**config.mk**
```make
export PLATFORM = sky130hd
export DESIGN_NAME = pfm_port_mux
export DESIGN_NICKNAME = d
export VERILOG_FILES = /design/src/hdl/pfm_pkg.sv /design/src/hdl/pfm_port_mux.sv
export SDC_FILE = /design/constraint.sdc
export NUM_CORES = 1
export LEC_CHECK = 0
export BUFFER_PORTS_ARGS = -buffer_cell sky130_fd_sc_hd__buf_2
export CORE_MARGIN = 5
export CORE_UTILIZATION = 41
export CTS_CLUSTER_SIZE = 24
export DETAILED_ROUTE_END_ITERATION = 16
export PLACE_DENSITY = 0.6
export SYNTH_ARGS = -nofsm -noshare
export SYNTH_HDL_FRONTEND = slang
export SYNTH_SLANG_ARGS = --single-unit
```
**constraint.sdc**
```tcl
create_clock -name core_clk -period 4.6 [get_ports core_clk]
set_input_delay 0.23 -clock core_clk [delete_from_list [all_inputs] [get_ports core_clk]]
set_output_delay 0.23 -clock core_clk [all_outputs]
set_load 0.05 [all_outputs]
```
**src/hdl/pfm_pkg.sv**
```systemverilog
// Package of constants and state type for the port pin function mux
package pfm_pkg;

    // ------------------------------------------------------------
    // Register offsets
    // ------------------------------------------------------------
    localparam logic [3:0] A_P2_DATA = 4'h0;
    localparam logic [3:0] A_P2_DIR  = 4'h1;
    localparam logic [3:0] A_P2_PU   = 4'h2;
    localparam logic [3:0] A_P2_CTRL = 4'h3;
    localparam logic [3:0] A_P3_DATA = 4'h4;
    localparam logic [3:0] A_P3_DIR  = 4'h5;
    localparam logic [3:0] A_P3_PU   = 4'h6;
    localparam logic [3:0] A_P3_CTRL = 4'h7;
    localparam logic [3:0] A_P4_DATA = 4'h8;
    localparam logic [3:0] A_P4_DIR  = 4'h9;
    localparam logic [3:0] A_P4_PU   = 4'ha;
    localparam logic [3:0] A_EDGE    = 4'hc;
    localparam logic [3:0] A_STAT    = 4'hd;
    localparam logic [3:0] A_MASK    = 4'he;
    localparam logic [3:0] A_OPT     = 4'hf;

    // ------------------------------------------------------------
    // Field positions
    // ------------------------------------------------------------
    localparam int OPT_OSC   = 0;
    localparam int OPT_RPORT = 1;
    localparam int OPT_TBO   = 2;
    localparam int OPT_TAO   = 3;
    localparam int OPT_ANA   = 4;
    localparam int EDG_AR    = 0;
    localparam int EDG_AF    = 1;
    localparam int EDG_BR    = 2;
    localparam int EDG_BF    = 3;
    localparam int IRQ_A     = 0;
    localparam int IRQ_B     = 1;
    localparam int PIN_TCLK  = 0;
    localparam int PIN_TBO   = 0;
    localparam int PIN_TCAP  = 1;
    localparam int PIN_TAO   = 1;
    localparam int PIN_IRQA  = 1;
    localparam int PIN_XOUT  = 2;
    localparam int PIN_XIN   = 3;
    localparam int P3_RBIT   = 1;

    // ------------------------------------------------------------
    // Reset values
    // ------------------------------------------------------------
    localparam logic [3:0] P2_DIR_RST = 4'hf;
    localparam logic       P3_DIR_RST = 1'h1;
    localparam logic [7:0] P4_DIR_RST = 8'hff;
    localparam logic       RPIN_RST   = 1'h1;

    typedef struct packed {
        logic [3:0] p2_out;
        logic [3:0] p2_dir;
        logic [3:0] p2_pu;
        logic [3:0] p2_ctrl;
        logic       p3_out;
        logic       p3_dir;
        logic       p3_pu;
        logic       p3_ctrl;
        logic [7:0] p4_out;
        logic [7:0] p4_dir;
        logic [7:0] p4_pu;
        logic [3:0] edge_cfg;
        logic [1:0] irq_stat;
        logic [1:0] irq_mask;
        logic [7:0] opt;
        logic [3:0] p2_s1;
        logic [3:0] p2_s2;
        logic [3:0] p2_s3;
        logic       p3_s1;
        logic       p3_s2;
        logic       p3_s3;
        logic       rp_s1;
        logic       rp_s2;
        logic [7:0] p4_s1;
        logic [7:0] p4_s2;
        logic [3:0] p2_o;
        logic [3:0] p2_oe;
        logic [3:0] p2_pue;
        logic       p2_pd;
        logic [3:0] ana_en;
        logic       p3_o;
        logic       p3_oe;
        logic       p3_pue;
        logic [7:0] p4_o;
        logic [7:0] p4_oe;
        logic [7:0] p4_pue;
        logic       ta_clk;
        logic       cap_a_clk;
        logic       cap_a_cap;
        logic       cap_b;
        logic       osc_clk;
        logic       sys_req;
        logic       irq;
        logic [7:0] rdata;
    } pfm_state_t;

endpackage : pfm_pkg

```
**src/hdl/pfm_port_mux.sv**
```systemverilog
// Port pin function mux: port 2, 3, 4 logic, alternate functions, interrupts
//
// Behaviour
// - Each port_2 pin is set alone to port mode or control mode.
// - Port mode port_2: per-bit direction and pull-up from their registers.
// - port3_io_pin is one I/O bit with direction and pull-up registers.
// - port3_input_pin as port is input only, never driven.
// - After reset the shared input pin is the reset input.
// - Low on the reset pin requests a system reset.
// - port_4 is 8-bit I/O with per-bit direction and pull-up.
// - ext_irq_a and ext_irq_b detect rising, falling or both edges.
// - Control mode routes port3_io_pin as ext_irq_b, port_2 pin as ext_irq_a.
// - timer_a_clk_cap_in feeds timer_a count clock and both captures.
// - timer_a_cap_in feeds only capture_reg_a.
// - Alternate output drives timer_a_out and timer_b_out onto their pins.
// - Analog mode connects port_2 pins as analog_in_0_to_3.
// - The two oscillator pins are pulled down during reset.
// - Oscillator mode makes them osc_in and osc_out; clock enters osc_in.
//
// The address map and the strobed register port were left to the implementer.
`timescale 1ns/1ns
`default_nettype none

module pfm_port_mux (
    // Clock and reset
    input  wire logic       core_clk,
    input  wire logic       rst,
    // Register port
    input  wire logic [3:0] reg_addr,
    input  wire logic [7:0] reg_wdata,
    input  wire logic       reg_wr,
    input  wire logic       reg_rd,
    output var  logic [7:0] reg_rdata,
    // Port 2 pins
    input  wire logic [3:0] port2_in,
    output var  logic [3:0] port2_out,
    output var  logic [3:0] port2_oe,
    output var  logic [3:0] port2_pullup_en,
    output var  logic       osc_pins_pulldown_en,
    output var  logic [3:0] analog_in_en,
    // Port 3 pins
    input  wire logic       port3_io_in,
    output var  logic       port3_io_out,
    output var  logic       port3_io_oe,
    output var  logic       port3_io_pullup_en,
    input  wire logic       port3_input_pin,
    // Port 4 pins
    input  wire logic [7:0] port4_in,
    output var  logic [7:0] port4_out,
    output var  logic [7:0] port4_oe,
    output var  logic [7:0] port4_pullup_en,
    // Timer side
    input  wire logic       timer_a_out,
    input  wire logic       timer_b_out,
    output var  logic       timer_a_count_clk,
    output var  logic       cap_a_trig_clk_pin,
    output var  logic       cap_a_trig_cap_pin,
    output var  logic       cap_b_trig,
    // Oscillator and system
    input  wire logic       osc_drive,
    output var  logic       osc_in_clk,
    output var  logic       sys_reset_req,
    output var  logic       irq
);

    pfm_pkg::pfm_state_t r;
    pfm_pkg::pfm_state_t next_r;

    // ------------------------------------------------------------
    // Next state
    // ------------------------------------------------------------
    logic [1:0] ev;
    logic [1:0] clr;
    logic       a_rise;
    logic       a_fall;
    logic       b_rise;
    logic       b_fall;
    logic       osc;
    logic [3:0] p2_rd;
    logic [3:0] p2_ana;

    always_comb begin
        next_r = r;
        ev     = 2'h0;
        clr    = 2'h0;
        osc    = 1'h0;
        p2_rd  = 4'h0;
        p2_ana = 4'h0;
        a_rise = 1'h0;
        a_fall = 1'h0;
        b_rise = 1'h0;
        b_fall = 1'h0;

        // Synchronisers; stage one feeds stage two only
        next_r.p2_s1 = port2_in;
        next_r.p2_s2 = r.p2_s1;
        next_r.p2_s3 = r.p2_s2;
        next_r.p3_s1 = port3_io_in;
        next_r.p3_s2 = r.p3_s1;
        next_r.p3_s3 = r.p3_s2;
        next_r.rp_s1 = port3_input_pin;
        next_r.rp_s2 = r.rp_s1;
        next_r.p4_s1 = port4_in;
        next_r.p4_s2 = r.p4_s1;

        // Register writes
        if (reg_wr) begin
            case (reg_addr)
                pfm_pkg::A_P2_DATA: next_r.p2_out = reg_wdata[3:0];
                pfm_pkg::A_P2_DIR:  next_r.p2_dir = reg_wdata[3:0];
                pfm_pkg::A_P2_PU:   next_r.p2_pu = reg_wdata[3:0];
                pfm_pkg::A_P2_CTRL: next_r.p2_ctrl = reg_wdata[3:0];
                pfm_pkg::A_P3_DATA: next_r.p3_out = reg_wdata[0];
                pfm_pkg::A_P3_DIR:  next_r.p3_dir = reg_wdata[0];
                pfm_pkg::A_P3_PU:   next_r.p3_pu = reg_wdata[0];
                pfm_pkg::A_P3_CTRL: next_r.p3_ctrl = reg_wdata[0];
                pfm_pkg::A_P4_DATA: next_r.p4_out = reg_wdata;
                pfm_pkg::A_P4_DIR:  next_r.p4_dir = reg_wdata;
                pfm_pkg::A_P4_PU:   next_r.p4_pu = reg_wdata;
                pfm_pkg::A_EDGE:    next_r.edge_cfg = reg_wdata[3:0];
                pfm_pkg::A_STAT:    clr = reg_wdata[1:0];
                pfm_pkg::A_MASK:    next_r.irq_mask = reg_wdata[1:0];
                pfm_pkg::A_OPT:     next_r.opt = reg_wdata;
                default: ;
            endcase
        end

        // Edge detection on synchronised levels
        a_rise = r.p2_s2[pfm_pkg::PIN_IRQA] & ~r.p2_s3[pfm_pkg::PIN_IRQA];
        a_fall = ~r.p2_s2[pfm_pkg::PIN_IRQA] & r.p2_s3[pfm_pkg::PIN_IRQA];
        b_rise = r.p3_s2 & ~r.p3_s3;
        b_fall = ~r.p3_s2 & r.p3_s3;
        ev[pfm_pkg::IRQ_A] = r.p2_ctrl[pfm_pkg::PIN_IRQA]
            & ((a_rise & r.edge_cfg[pfm_pkg::EDG_AR])
             | (a_fall & r.edge_cfg[pfm_pkg::EDG_AF]));
        ev[pfm_pkg::IRQ_B] = r.p3_ctrl
            & ((b_rise & r.edge_cfg[pfm_pkg::EDG_BR])
             | (b_fall & r.edge_cfg[pfm_pkg::EDG_BF]));
        // Set beats a same-cycle clear so no edge is lost
        next_r.irq_stat = (r.irq_stat & ~clr) | ev;
        next_r.irq = |(next_r.irq_stat & next_r.irq_mask);

        // Port 2 pin control, from the freshly written configuration
        osc = next_r.opt[pfm_pkg::OPT_OSC];
        p2_ana = next_r.p2_ctrl & next_r.opt[pfm_pkg::OPT_ANA +: 4];
        if (osc) begin
            p2_ana[pfm_pkg::PIN_XOUT] = 1'h0;
            p2_ana[pfm_pkg::PIN_XIN]  = 1'h0;
        end
        next_r.ana_en = p2_ana;
        next_r.p2_o   = next_r.p2_out;
        next_r.p2_oe  = ~next_r.p2_dir & ~next_r.p2_ctrl;
        next_r.p2_pue = next_r.p2_pu & next_r.p2_dir & ~next_r.p2_ctrl;
        // Alternate outputs take the pin in control mode
        if (next_r.p2_ctrl[pfm_pkg::PIN_TBO] && next_r.opt[pfm_pkg::OPT_TBO]) begin
            next_r.p2_o[pfm_pkg::PIN_TBO]  = timer_b_out;
            next_r.p2_oe[pfm_pkg::PIN_TBO] = 1'h1;
        end
        if (next_r.p2_ctrl[pfm_pkg::PIN_TAO] && next_r.opt[pfm_pkg::OPT_TAO]) begin
            next_r.p2_o[pfm_pkg::PIN_TAO]  = timer_a_out;
            next_r.p2_oe[pfm_pkg::PIN_TAO] = 1'h1;
        end
        // Oscillator use overrides both port and control mode
        if (osc) begin
            next_r.p2_o[pfm_pkg::PIN_XOUT]   = osc_drive;
            next_r.p2_oe[pfm_pkg::PIN_XOUT]  = 1'h1;
            next_r.p2_oe[pfm_pkg::PIN_XIN]   = 1'h0;
            next_r.p2_pue[pfm_pkg::PIN_XOUT] = 1'h0;
            next_r.p2_pue[pfm_pkg::PIN_XIN]  = 1'h0;
        end
        // Analog pins have the digital driver off
        next_r.p2_oe  = next_r.p2_oe & ~p2_ana;
        next_r.p2_pue = next_r.p2_pue & ~p2_ana;
        next_r.osc_clk = osc & r.p2_s2[pfm_pkg::PIN_XIN];
        // Hold oscillator pins low while reset is requested
        next_r.p2_pd = r.sys_req;

        // Timer inputs
        next_r.ta_clk = r.p2_ctrl[pfm_pkg::PIN_TCLK]
                      & r.p2_s2[pfm_pkg::PIN_TCLK];
        next_r.cap_a_clk = next_r.ta_clk;
        next_r.cap_b     = next_r.ta_clk;
        next_r.cap_a_cap = r.p2_ctrl[pfm_pkg::PIN_TCAP]
                         & r.p2_s2[pfm_pkg::PIN_TCAP];

        // Port 3
        next_r.p3_o   = next_r.p3_out;
        next_r.p3_oe  = ~next_r.p3_dir & ~next_r.p3_ctrl;
        next_r.p3_pue = next_r.p3_pu & next_r.p3_dir & ~next_r.p3_ctrl;

        // Port 4
        next_r.p4_o   = next_r.p4_out;
        next_r.p4_oe  = ~next_r.p4_dir;
        next_r.p4_pue = next_r.p4_pu & next_r.p4_dir;

        // Reset pin is active low unless released to port use
        next_r.sys_req = ~r.rp_s2 & ~r.opt[pfm_pkg::OPT_RPORT];

        // Read data; inputs show the pin, outputs show the latch
        p2_rd = (r.p2_s2 & r.p2_dir) | (r.p2_out & ~r.p2_dir);
        next_r.rdata = 8'h00;
        if (reg_rd) begin
            case (reg_addr)
                pfm_pkg::A_P2_DATA: next_r.rdata = {4'h0, p2_rd & ~p2_ana};
                pfm_pkg::A_P2_DIR:  next_r.rdata = {4'h0, r.p2_dir};
                pfm_pkg::A_P2_PU:   next_r.rdata = {4'h0, r.p2_pu};
                pfm_pkg::A_P2_CTRL: next_r.rdata = {4'h0, r.p2_ctrl};
                pfm_pkg::A_P3_DATA: begin
                    next_r.rdata[0] = r.p3_dir ? r.p3_s2 : r.p3_out;
                    next_r.rdata[pfm_pkg::P3_RBIT] =
                        r.opt[pfm_pkg::OPT_RPORT] & r.rp_s2;
                end
                pfm_pkg::A_P3_DIR:  next_r.rdata = {7'h00, r.p3_dir};
                pfm_pkg::A_P3_PU:   next_r.rdata = {7'h00, r.p3_pu};
                pfm_pkg::A_P3_CTRL: next_r.rdata = {7'h00, r.p3_ctrl};
                pfm_pkg::A_P4_DATA: next_r.rdata = (r.p4_s2 & r.p4_dir)
                                                 | (r.p4_out & ~r.p4_dir);
                pfm_pkg::A_P4_DIR:  next_r.rdata = r.p4_dir;
                pfm_pkg::A_P4_PU:   next_r.rdata = r.p4_pu;
                pfm_pkg::A_EDGE:    next_r.rdata = {4'h0, r.edge_cfg};
                pfm_pkg::A_STAT:    next_r.rdata = {6'h00, r.irq_stat};
                pfm_pkg::A_MASK:    next_r.rdata = {6'h00, r.irq_mask};
                pfm_pkg::A_OPT:     next_r.rdata = r.opt;
                default:            next_r.rdata = 8'h00;
            endcase
        end
    end

    // ------------------------------------------------------------
    // State register
    // ------------------------------------------------------------
    always_ff @(posedge core_clk or posedge rst) begin
        if (rst) begin
            r        <= '0;
            r.p2_dir <= pfm_pkg::P2_DIR_RST;
            r.p3_dir <= pfm_pkg::P3_DIR_RST;
            r.p4_dir <= pfm_pkg::P4_DIR_RST;
            r.rp_s1  <= pfm_pkg::RPIN_RST;
            r.rp_s2  <= pfm_pkg::RPIN_RST;
            r.p2_pd  <= 1'h1;
        end else begin
            r <= next_r;
        end
    end

    // ------------------------------------------------------------
    // Outputs
    // ------------------------------------------------------------
    assign reg_rdata            = r.rdata;
    assign port2_out            = r.p2_o;
    assign port2_oe             = r.p2_oe;
    assign port2_pullup_en      = r.p2_pue;
    assign osc_pins_pulldown_en = r.p2_pd;
    assign analog_in_en         = r.ana_en;
    assign port3_io_out         = r.p3_o;
    assign port3_io_oe          = r.p3_oe;
    assign port3_io_pullup_en   = r.p3_pue;
    assign port4_out            = r.p4_o;
    assign port4_oe             = r.p4_oe;
    assign port4_pullup_en      = r.p4_pue;
    assign timer_a_count_clk    = r.ta_clk;
    assign cap_a_trig_clk_pin   = r.cap_a_clk;
    assign cap_a_trig_cap_pin   = r.cap_a_cap;
    assign cap_b_trig           = r.cap_b;
    assign osc_in_clk           = r.osc_clk;
    assign sys_reset_req        = r.sys_req;
    assign irq                  = r.irq;
endmodule : pfm_port_mux

`default_nettype wire

```
==> results.sh <==
export IMPL_relSlewSlack=0.243
export IMPL_cts_buffers_inserted=17
export IMPL_routed_wl_mm=14.3
export IMPL_drive_gt1_frac=0.336
export IMPL_final_seq_area_um2=3450
export IMPL_min_period_ps=2220
export IMPL_start_util=0.415
export IMPL_viasPerCell=5.18
export IMPL_die_h_um=131
export IMPL_worstSetupPathType="primary input to register"
export IMPL_crit_required_ps=4910
export IMPL_cts_sinks=137
export IMPL_regToRegEndpoint="reg_rdata[2]"
export IMPL_ys_warn_count=0
export IMPL_end_kind="register"
export IMPL_cp_arrival_ps=2530
export IMPL_tightest_slew_ps=1130
export IMPL_ys_flop_type="dfrtp_1"
export IMPL_clk_latency_ps=420
export IMPL_ys_types=53
export IMPL_place_congestion=0.857
export IMPL_rsz0062_at_grt="no"
export IMPL_powerDensity_nw_per_um2=556
export IMPL_antenna_found_initial=0
export IMPL_cellLeakagePower_nw=3.30
export IMPL_fin_crit_sh=0.483
export IMPL_area_growth_pct=16.2
export IMPL_dieArea_um2=17200
export IMPL_rows=44
export IMPL_yosysSeqAreaShare=0.574
export IMPL_synth_most_common_cell="dfrtp_1"
export IMPL_skew_ps=14.8
export IMPL_status="finished clean"
export IMPL_syn_area_um2=6010
export IMPL_multi_input_area_um2=1970
export IMPL_clk_path_buf_depth=2
export IMPL_nFillCells=1307
export IMPL_cts_tree="built"
export IMPL_setup_viol=0
export IMPL_synth_edff_count=0
export IMPL_io_buffers=91
export IMPL_ant_nets=0
export IMPL_cp_start_kind="primary input"
export IMPL_totalPowerFinal_mw=3.88
export IMPL_synth_avg_cell_area_um2=11.4
export IMPL_finalHoldViolCount=0
export IMPL_vias=4023
export IMPL_clk_pin_slew_ps=60
export IMPL_cp_max_fo=34
export IMPL_rr_worst_depth=4
export IMPL_cts_root_buf="clkbuf_16"
export IMPL_synth_seq_cells=137
export IMPL_synth_common_cells="dfrtp_1 (121), nand2_1 (73), buf_4 (53)"
export IMPL_io_pins=92
export IMPL_slew_viol_final=0
export IMPL_dp_hpwl_mm=9.98
export IMPL_grt_pass1_vias=4008
export IMPL_max_freq_mhz=450
export IMPL_wire_per_inst_um=18.4
export IMPL_grt_max_degree=86
export IMPL_hold_class="primary input to register"
export IMPL_core_area_um2=14500
export IMPL_drc=0
export IMPL_synth_top_area_frac=0.504
export IMPL_syn_inst=528
export IMPL_synth_nets=561
export IMPL_diodes=0
export IMPL_post_cts_setup_buffers=0
export IMPL_r2r_slack_ps=2700
export IMPL_fin_tns_setup_ps=0
export IMPL_die_w_um=131
export IMPL_htreeDepth=4
export IMPL_fin_hold_ws_ps=39.4
export IMPL_synthTopCellsByArea="dfrtp_1 (50%), mux2_2 (7.7%), dfstp_2 (7.0%)"
export IMPL_grt_pass1_wl_mm=22.7
export IMPL_yosysTopAreaCell="dfrtp_1"
export IMPL_grt_remaining_overflow=0
export IMPL_first_pass_iters=5
export IMPL_max_vdd_ir_drop_v=0.000255
export IMPL_track_usage=0.176
export IMPL_drt_initial_drc_count=342
export IMPL_drv_cap=0
export IMPL_nNetsFinal=613
export IMPL_crit_end="port4_pullup_en[2]"
export IMPL_setup_worst_path_start="reg_addr[0]"
export IMPL_synth_async_reset_ratio=1.00
export IMPL_r2r_start="r[118]"
## flip-flops by register name, summed over array words and instances, names as in the netlist, 8 cells and up
signal,cells
port4_pullup_en,8
port4_out,8
r,61
reg_rdata,8
next_r,19
port4_oe,8
## worst min-delay path by stage
stage	startpoint	to	slack, ps	cells past startpoint
2_1_floorplan	port3_input_pin	next_r[75]	230	0
3_3_place_gp	next_r[78]	next_r[77]	330	0
3_5_place_dp	next_r[84]	next_r[80]	340	0
4_1_cts	timer_b_out	port2_out[0]	30	2
5_1_grt	timer_b_out	port2_out[0]	30	2
6_report	osc_drive	port2_out[2]	40	2
## critical path, stage by stage
cell and delay [ps]:
buf_2 490, nand3_1 240, nor3_2 890, nor2_1 400, nor2_1 180, nor2_1 70
## stage by stage
stage	worst slack (ps)	util	instances	area, µm²
3_3_place_gp	2040	0.428	730	6200
5_1_grt	2160	0.482	777	6980
4_1_cts	2410	0.482	777	6980
3_5_place_dp	1960	0.428	730	6200
2_1_floorplan	729	-	528	6010
6_report	2380	0.482	777	6980
## placed cells by master, fill, tap and decap left out, types with 11 or more instances in the layout
cell	synthesis	routed
nand2_1	73	73
nor2_1	39	39
inv_1	21	20
o21ai_0	11	11
mux2i_1	13	13
clkbuf_16	0	17
mux2_2	41	41
buf_2	9	91
dfstp_2	16	16
dfrtp_1	121	121
dlygate4sd3_1	0	15
## routing by layer
metal / track usage / wire [µm] / vias up
li1: - / - / 1859
met1: 0.253 / 6560 / 1987
met2: 0.255 / 6530 / 157
met3: 0.0486 / 926 / 20
met4: 0.0653 / 287 / 0
met5: 0 / 0 / -
## cell type report
class	count	share of cell area
clock buffer	20	0.0654
clock inverter	12	0.0246
inverter	23	0.0131
multi-input combinational	294	0.282
sequential	137	0.494
tap	184	0.0330
timing repair buffer	107	0.0878
## kinds of logic (layout without fill, tap and decap cells)
group,count (synthesis),after routing,share of synthesized area
buf+inv,97,162,0.0981
compound gates,61,61,0.0743
flops,137,137,0.574
simple gates,174,174,0.141
mux,59,59,0.113
## repair_timing
item	CTS	global route
hold endpoints to repair	87	0
hold buffers	15	0
endpoints found under the setup margin	0	0
gates resized for setup	0	0
## where the power goes
part | internal, mW | switching (mW)
sequential | 1.43 | 0.142
combinational | 0.261 | 0.604
clock | 0.932 | 0.506
(Power assumes the default switching activity.)
